### src/include/cbd_pkg.sv
// Package for the coprocessor bus decode and power gating block.
// Assumes a single bus clock; the divided internal clock is an enable pulse.
package cbd_pkg;

   // Internal arithmetic data path layout.
   localparam int DP_W = 84;
   localparam int SIG_W = 68;
   localparam int EXP_W = 15;
   localparam int SIG_LSB = 0;
   localparam int EXP_LSB = 68;
   localparam int SIGN_POS = 83;

   localparam int DATA_W = 16;

   // Clock gating stops no later than this many internal clocks after idle.
   localparam int GATE_OFF_CLKS = 3;
   localparam logic [1:0] GATE_CNT_RST = 2'h0;

   // Ready output timing, in ready-sensitive states of the cycle.
   localparam logic [1:0] WRITE_RDY_STATE = 2'h1;
   localparam logic [1:0] READ_RDY_STATE = 2'h2;

   // Reserved coprocessor I/O addresses as the host issues them.
   localparam logic [23:0] OPCODE_ADDR = 24'h8000F8;
   localparam logic [23:0] DATA_ADDR = 24'h8000FC;
   localparam logic [23:0] DATA_ALIAS_ADDR = 24'h8000FE;

   localparam logic [DATA_W-1:0] CTRL_WORD_RST = 16'h037F;
   localparam logic [DATA_W-1:0] STAT_WORD_RST = 16'h0000;

   typedef enum logic [2:0] {
      CBD_NONE,
      CBD_CS_READ,
      CBD_OP_WRITE,
      CBD_DATA_READ,
      CBD_DATA_WRITE
   } cbd_cycle_t;

   typedef enum logic [1:0] {
      CBD_IDLE,
      CBD_FIRST,
      CBD_WAIT
   } cbd_bus_state_t;

   // Bus pins grouped as they arrive from the host.
   typedef struct packed {
      logic addr_strobe_n;
      logic bus_ready_n;
      logic part_select_enable;
      logic io_cycle_select_n;
      logic space_select;
      logic command_vs_data_n;
      logic write_not_read;
   } cbd_bus_in_t;

endpackage : cbd_pkg

### src/hdl/cbd_core.sv
// Bus tracking, cycle decode and clock gating front end of a coprocessor.
// Assumes host bus pins arrive from another domain and are synchronised here.
// Functional notes
// - Selected only with all three selects active.
// - Enable low: ignore cycle, float data and ready outputs.
// - IO select high or space low: no response.
// - Command read decodes control/status word read.
// - Command write steers word to instruction decoder.
// - Data read comes from data register path.
// - Data write steers word into operand FIFO.
// - Data alias address treated as primary.
// - Respond only when address bit 23 set.
// - Device never starts a bus cycle.
// - Bus tracking runs on host clock.
// - Idle stops section clocks within three clocks.
// - Bus tracking stays clocked while gated.
// - Selected cycle restores clocks without delay.
// - Control unit runs administrative ops alone.
// - Data path 84 bits wide.
// - Direction ignored unless fully selected.
// - Sample inputs in the strobe clock.
// - Ready out only for selected cycles.
// - Asynchronous strap disables clock gating.
`timescale 1ns/1ps
`default_nettype none

module cbd_core #(
   parameter int DATA_W = cbd_pkg::DATA_W
) (
   input wire logic ref_clk,
   input wire logic rstn,
   input wire cbd_pkg::cbd_bus_in_t bus_in,
   input wire logic clock_mode_strap,
   input wire logic instr_executing,
   input wire logic [DATA_W-1:0] data_in,
   input wire logic [DATA_W-1:0] data_reg_word,
   input wire logic [DATA_W-1:0] status_word_reg,
   input wire logic status_select,
   input wire logic [cbd_pkg::DP_W-1:0] dp_in,
   output logic [DATA_W-1:0] data_out,
   output logic data_oe,
   output logic cycle_done_out_n,
   output logic cycle_done_oe,
   output logic [DATA_W-1:0] opcode_word,
   output logic opcode_valid,
   output logic [DATA_W-1:0] fifo_word,
   output logic fifo_push,
   output logic data_read_pop,
   output logic admin_op,
   output logic section_clk_en,
   output logic [cbd_pkg::SIG_W-1:0] dp_significand,
   output logic [cbd_pkg::EXP_W-1:0] dp_exponent,
   output logic dp_sign,
   output cbd_pkg::cbd_cycle_t cycle_type
);

   ////////////////////////////////////////////////////////////////////////

   typedef struct packed {
      cbd_pkg::cbd_bus_in_t sync1;
      cbd_pkg::cbd_bus_in_t sync2;
      logic [DATA_W-1:0] din1;
      logic [DATA_W-1:0] din2;
      logic strap1;
      logic strap2;
      logic phase;
      cbd_pkg::cbd_bus_state_t bstate;
      logic [1:0] rs_count;
      cbd_pkg::cbd_cycle_t cyc;
      logic drive_en;
      logic done_n;
      logic [DATA_W-1:0] dout;
      logic dout_oe;
      logic [DATA_W-1:0] ctrl_word;
      logic [DATA_W-1:0] op_word;
      logic op_valid;
      logic [DATA_W-1:0] ff_word;
      logic ff_push;
      logic rd_pop;
      logic admin;
      logic [1:0] idle_cnt;
      logic clk_en;
   } cbd_state_t;

   cbd_state_t s;
   cbd_state_t next_s;

   // Full selection decode, used by the decoder and by the assertions.
   function automatic logic is_selected(input cbd_pkg::cbd_bus_in_t b);
      is_selected = b.part_select_enable && !b.io_cycle_select_n &&
                    b.space_select;
   endfunction : is_selected

   // Escape opcode second byte patterns for the administrative group.
   function automatic logic is_admin(input logic [DATA_W-1:0] w);
      is_admin = (w[10:8] == 3'h3) &&
                 (w[7:0] == 8'hE3 || w[7:0] == 8'hE2 ||
                  w[7:0] == 8'hE4 || w[7:0] == 8'hE5);
   endfunction : is_admin

   logic tick;
   logic strobe;
   logic ready;
   logic sel;
   cbd_pkg::cbd_cycle_t dec;
   logic rdy_hit;

   ////////////////////////////////////////////////////////////////////////

   always_comb begin
      next_s = s;
      // Pins pass two flops; the first stage feeds only the second.
      next_s.sync1 = bus_in;
      next_s.sync2 = s.sync1;
      next_s.din1 = data_in;
      next_s.din2 = s.din1;
      next_s.strap1 = clock_mode_strap;
      next_s.strap2 = s.strap1;
      // Internal clock is the bus clock halved, as a one-cycle enable.
      next_s.phase = ~s.phase;
      next_s.op_valid = 1'b0;
      next_s.ff_push = 1'b0;
      next_s.rd_pop = 1'b0;
      tick = s.phase;
      strobe = !s.sync2.addr_strobe_n;
      ready = !s.sync2.bus_ready_n;
      sel = is_selected(s.sync2);
      // Address bits below bit 2 never reach the block, so the data alias
      // lands on the same decode as the primary data address.
      dec = cbd_pkg::CBD_NONE;
      if (sel) begin
         case ({s.sync2.command_vs_data_n, s.sync2.write_not_read})
            2'b00: dec = cbd_pkg::CBD_CS_READ;
            2'b01: dec = cbd_pkg::CBD_OP_WRITE;
            2'b10: dec = cbd_pkg::CBD_DATA_READ;
            default: dec = cbd_pkg::CBD_DATA_WRITE;
         endcase
      end
      rdy_hit = 1'b0;
      if (s.cyc == cbd_pkg::CBD_OP_WRITE || s.cyc == cbd_pkg::CBD_DATA_WRITE)
      begin
         rdy_hit = (s.rs_count == cbd_pkg::WRITE_RDY_STATE);
      end else if (s.cyc != cbd_pkg::CBD_NONE) begin
         rdy_hit = (s.rs_count == cbd_pkg::READ_RDY_STATE);
      end
      if (tick) begin
         next_s.done_n = 1'b1;
         // The tracker follows every cycle, selected or not; it only
         // answers cycles it decoded as its own.
         case (s.bstate)
            cbd_pkg::CBD_IDLE: begin
               if (strobe) begin
                  next_s.bstate = cbd_pkg::CBD_FIRST;
                  next_s.cyc = dec;
                  next_s.drive_en = s.sync2.part_select_enable;
                  next_s.rs_count = 2'h0;
                  if (dec != cbd_pkg::CBD_NONE) begin
                     next_s.clk_en = 1'b1;
                     next_s.idle_cnt = cbd_pkg::GATE_CNT_RST;
                  end
               end
            end
            cbd_pkg::CBD_FIRST: begin
               next_s.bstate = cbd_pkg::CBD_WAIT;
               next_s.rs_count = 2'h1;
               if (s.cyc == cbd_pkg::CBD_OP_WRITE ||
                   s.cyc == cbd_pkg::CBD_DATA_WRITE) begin
                  next_s.done_n = 1'b0;
               end
               if (s.cyc == cbd_pkg::CBD_CS_READ) begin
                  next_s.dout = status_select ? status_word_reg : s.ctrl_word;
                  next_s.dout_oe = 1'b1;
               end else if (s.cyc == cbd_pkg::CBD_DATA_READ) begin
                  next_s.dout = data_reg_word;
                  next_s.dout_oe = 1'b1;
               end
            end
            default: begin
               if (ready) begin
                  if (s.cyc == cbd_pkg::CBD_OP_WRITE) begin
                     next_s.op_word = s.din2;
                     next_s.op_valid = 1'b1;
                     next_s.admin = is_admin(s.din2);
                  end else if (s.cyc == cbd_pkg::CBD_DATA_WRITE) begin
                     next_s.ff_word = s.din2;
                     next_s.ff_push = 1'b1;
                  end else if (s.cyc == cbd_pkg::CBD_DATA_READ) begin
                     next_s.rd_pop = 1'b1;
                  end
                  // Pipelined next cycle already strobed: start it now.
                  next_s.bstate = strobe ? cbd_pkg::CBD_FIRST
                                         : cbd_pkg::CBD_IDLE;
                  next_s.cyc = strobe ? dec : cbd_pkg::CBD_NONE;
                  next_s.drive_en = strobe && s.sync2.part_select_enable;
                  next_s.dout_oe = 1'b0;
                  next_s.rs_count = 2'h0;
               end else begin
                  if (s.rs_count != 2'h3) begin
                     next_s.rs_count = s.rs_count + 2'h1;
                  end
                  if (rdy_hit == 1'b0 &&
                      s.rs_count + 2'h1 == cbd_pkg::READ_RDY_STATE &&
                      (s.cyc == cbd_pkg::CBD_CS_READ ||
                       s.cyc == cbd_pkg::CBD_DATA_READ)) begin
                     next_s.done_n = 1'b0;
                  end
               end
            end
         endcase
         // Gating counts idle internal clocks before stopping sections.
         if (s.strap2 == 1'b0) begin
            next_s.clk_en = 1'b1;
            next_s.idle_cnt = cbd_pkg::GATE_CNT_RST;
         end else if (instr_executing || s.cyc != cbd_pkg::CBD_NONE ||
                      (strobe && dec != cbd_pkg::CBD_NONE)) begin
            next_s.clk_en = 1'b1;
            next_s.idle_cnt = cbd_pkg::GATE_CNT_RST;
         end else if (s.idle_cnt == 2'(cbd_pkg::GATE_OFF_CLKS - 1)) begin
            next_s.clk_en = 1'b0;
         end else begin
            next_s.idle_cnt = s.idle_cnt + 2'h1;
         end
      end
   end

   always_ff @(posedge ref_clk or negedge rstn) begin
      if (!rstn) begin
         s <= '{sync1: '{addr_strobe_n: 1'b1, bus_ready_n: 1'b1,
                         default: 1'b0},
                sync2: '{addr_strobe_n: 1'b1, bus_ready_n: 1'b1,
                         default: 1'b0},
                done_n: 1'b1,
                ctrl_word: cbd_pkg::CTRL_WORD_RST,
                bstate: cbd_pkg::CBD_IDLE,
                cyc: cbd_pkg::CBD_NONE,
                clk_en: 1'b1,
                default: '0};
      end else begin
         s <= next_s;
      end
   end

   ////////////////////////////////////////////////////////////////////////

   // The device has no master side: it only answers host cycles.
   // Data and ready outputs float while the part enable is low.
   assign data_out = s.dout;
   assign data_oe = s.dout_oe && s.drive_en;
   assign cycle_done_out_n = s.done_n;
   assign cycle_done_oe = s.drive_en;
   assign opcode_word = s.op_word;
   assign opcode_valid = s.op_valid;
   assign fifo_word = s.ff_word;
   assign fifo_push = s.ff_push;
   assign data_read_pop = s.rd_pop;
   assign admin_op = s.admin;
   assign section_clk_en = s.clk_en;
   assign cycle_type = s.cyc;
   assign dp_significand = dp_in[cbd_pkg::SIG_LSB +: cbd_pkg::SIG_W];
   assign dp_exponent = dp_in[cbd_pkg::EXP_LSB +: cbd_pkg::EXP_W];
   assign dp_sign = dp_in[cbd_pkg::SIGN_POS];
endmodule : cbd_core

`default_nettype wire

### config.mk
export PLATFORM = sky130hd
export DESIGN_NAME = cbd_core
export DESIGN_NICKNAME = d
export VERILOG_FILES = /design/src/include/cbd_pkg.sv /design/src/hdl/cbd_core.sv
export SDC_FILE = /design/constraint.sdc
export NUM_CORES = 1
export LEC_CHECK = 0
export BUFFER_PORTS_ARGS = -buffer_cell sky130_fd_sc_hd__buf_2
export CAP_MARGIN = 5
export CORE_UTILIZATION = 45
export DETAILED_ROUTE_END_ITERATION = 6
export GPL_ROUTABILITY_DRIVEN = 0
export GPL_TIMING_DRIVEN = 0
export PLACE_DENSITY = 0.77
export SYNTH_ARGS = -nofsm -noshare
export SYNTH_HDL_FRONTEND = slang
export SYNTH_SLANG_ARGS = --single-unit
### constraint.sdc
create_clock -name ref_clk -period 2.67 [get_ports ref_clk]
set_clock_uncertainty 0.1 [all_clocks]
set_input_delay 0.534 -clock ref_clk [delete_from_list [all_inputs] [get_ports ref_clk]]
set_output_delay 0.534 -clock ref_clk [all_outputs]
set_load 0.05 [all_outputs]
==> summary.txt <==
Status
  • Status: finished, final reports clean

STA
  • RSZ-0062 raised after global routing: no
  • Fmax: 0.486 GHz
  • Final setup violating endpoints: 0
  • Final Hold Viols: 0
  • Max Slew Vio Count: 0
  • Relative slew margins: 58.1%
  • Fin crit share: 77.1%
  • Post-route setup slack: 0.610 ns
  • Fin crit period: 2.06 ns
  • Slew @ Worst Pin: 0.628 ns

Die
  • Die H: 111 um
  • Core region area: 11500 um2
  • Ports: 287
  • Total Die Area: 12300 um2
  • Initial Utilization: 46.6%
  • Die W: 111 um
  • FP Rows: 39

Power and ir drop
  • Leak: 3.94 nW
  • Max rail drop VDD: 0.683 mV
  • Pwr dens: 933 nW/um2
  • Total power draw: 0.00666 W

Clock tree
  • Post-CTS setup buffers: 0
  • Clk sink count: 114
  • H-tree depth: 4
  • Quantity of gates resized following cts: 0
  • CTS tree: done
  • Max Root-Sink Buffers: 2
  • Hold_buf cts: 0
  • Root Driver: clkbuf_16
  • TritonCTS Buffers: 17
  • Clock Latency Late Sink: 0.40 ns
  • Reg clk slew, reported paths: 0.06 ns

Final layout
  • Commonest cells after routing, fill and taps aside: 206 x buf_2, 137 x buf_4, 108 x dfrtp_1
  • Layout Cells excl Fill: 802
  • Ant diodes: 0
  • Area of the multi-input gates: 1340 um2
  • Fillers: 924
  • Share of cells above drive strength 1: 68.0%
  • Area Growth Syn to Fin: 33.7%
  • Fin util: 62.3%
  • Post-route cell area: 7140 um2
  • Register area: 2860 um2
  • Most common cell after layout, fill and taps aside: buf_2
  • Fin nets: 796

Setup path
  • Worst R2R Setup Slack: 0.61 ns
  • Worst endpoint required time: 2.85 ns
  • Setup crit start kind: flip-flop
  • Critical Path Sink Type: flip-flop
  • Crit Path Max Fanout: 10
  • Crit-path most repeated cell: mux2_2
  • Critical path's slowest cell: dfrtp_1
  • Sequence of cells on the critical path: nor3b_4 > buf_6 > mux2_2 > mux2_2
  • Critical Setup Path Class: flip-flop to flip-flop
  • Crit. Startpoint: cycle_type[0]
  • Reg-to-Reg Start: cycle_type[0]
  • CP peak stage delay: 0.52 ns
  • Worst endpoint data arrival time: 2.24 ns

Global routing
  • Initial antenna violation count: 0
  • First-pass GRT wire length: 16700 um
  • Largest net degree at the start of global routing: 68
  • Grt ovf: 0
  • All-Layer GR Usage: 17.1%
  • Vias in the first global route: 3588

Drt
  • DRC Markers: 0
  • Drt initial violations: 123
  • Routed length per instance: 12.9 um
  • WL final: 10400 um
  • Pre-antenna DRT Iters: 4
  • DR vias/cell: 4.46
  • Post-DRT Antenna Nets: 0
  • Vias: 3580

Placement
  • Placed cell area: 6560 um2
  • Placed cells: 770
  • DP Wirelength: 8040 um
  • Port bufs: 202
  • Place WS: 0.607 ns

Logic synthesis
  • Mapped Area: 5340 um2
  • Seq/Total Area, Yosys: 53.6%
  • Post-Syn Nets: 574
  • Syn avg cell area: 12.6 um2
  • Post-synth top area cell: dfrtp_1
  • Yosys warns: 0
  • Cells after Synth: 424
  • Top cell type's share of synthesized area: 50.6%
  • Netlist cell types: 43
  • Yosys reg bits: 114
  • Top cells by area, synth: dfrtp_1 51%, buf_4 19%, mux2_2 13%

Worst hold path
  • Hold Crit Class: primary input to asynchronous set/reset pin

Flow run
  • Max Cap Viol: 0
==> sequential cells by signal (all words and copies together) (netlist names) <==
| register | flops |
|---|---|
| fifo_push | 1 |
| tick | 1 |
| opcode_word | 16 |
| section_clk_en | 1 |
| next_s | 24 |
| opcode_valid | 1 |
| admin_op | 1 |
| cycle_done_out_n | 1 |
| s | 31 |
| data_out | 16 |
| cycle_type | 3 |
| fifo_word | 16 |
| cycle_done_oe | 1 |
| data_read_pop | 1 |
==> worst paths after layout <==
check | end | cells after the start
max reg2reg | data_out[6] | 4
min reg2reg | s[120] | 0
min | fifo_word[2] | 1
max | data_out[6] | 4
min in group ref_clk | next_s[122] | 1
max in group asynchronous | s[122] | 2
==> power by group <==
part           internal (W)  switching, W  leakage [nW]  total (W)
clock               0.00140      0.000767         0.274    0.00217
combinational      0.000836       0.00147          2.23    0.00230
sequential          0.00202      0.000171          1.44    0.00219
total               0.00426       0.00240          3.94    0.00666
==> cell families (layout without fill, tap and decap cells) <==
| family | count (synthesis) | count (layout) | share of synthesized area (%) |
|---|---|---|---|
| AOI/OAI and AO/OA | 21 | 21 | 3.00 |
| buffers and inverters | 161 | 396 | 21.3 |
| DFF | 114 | 114 | 53.6 |
| adders and majority gates | 6 | 6 | 1.41 |
| and+or+nand+nor | 53 | 53 | 6.44 |
| xor gates and xnor gates | 2 | 2 | 0.328 |
| muxes | 67 | 67 | 14.0 |
==> synthesized netlist by cell type <==
master / n
buf_4: 136
dfrtp_1: 108
mux2_2: 60
inv_1: 16
nand2_1: 13
nand2b_1: 12
mux2i_1: 7
dfstp_2: 6
ha_1: 6
o21ai_0: 6
buf_2: 5
a22o_1: 4
nor2_1: 4
nor3_1: 3
and2_1: 2
buf_6: 2
nand3_1: 2
nand3_2: 2
nand3b_1: 2
nor4b_1: 2
o31ai_1: 2
or4bb_1: 2
xnor2_1: 2
a211oi_2: 1
a21oi_1: 1
a221o_1: 1
a31oi_1: 1
a41oi_1: 1
and3b_1: 1
clkbuf_1: 1
clkinv_1: 1
nand4b_1: 1
nor2b_1: 1
nor3_4: 1
nor3b_1: 1
nor3b_4: 1
nor4_1: 1
o2111a_1: 1
o211a_1: 1
o21a_1: 1
o311ai_0: 1
or2_2: 1
or4b_4: 1
==> through the flow <==
| step | TNS [ns] | hold slack (ns) |
|---|---|---|
| floorplan | 0 | 0.138 |
| global placement | -30.58 | 0.232 |
| detailed placement | 0 | 0.235 |
| CTS | 0 | 0.0677 |
| global route | 0 | 0.0967 |
| finish | 0 | 0.0609 |
==> layout make-up <==
type	count	area share, %
multi-input cells	149	18.8
plain buffers	144	15.0
flip-flops and latches	114	40.1
clock inverters	11	1.84
inverters	17	0.894
well taps	143	2.51
clock buffers	21	6.31
repair buffers	203	14.6
==> worst max-delay path: cells and delay by family (launching register included) <==
| family | cells | cell delay (ns) |
|---|---|---|
| muxes | 2 | 0.60 |
| DFF | 1 | 0.52 |
| and+or+nand+nor | 1 | 0.49 |
| buffers and inverters | 1 | 0.23 |
==> per-layer routing <==
layer | wire length [um] | vias to the layer above | track usage (%)
met2 | 5600 | 148 | 30.6
met1 | 3970 | 1699 | 19.4
li1 | - | 1725 | -
met3 | 707 | 8 | 5.85
met5 | 0 | - | 0
met4 | 80 | 0 | 4.80
Note: power is estimated with default switching activity, not from simulation.
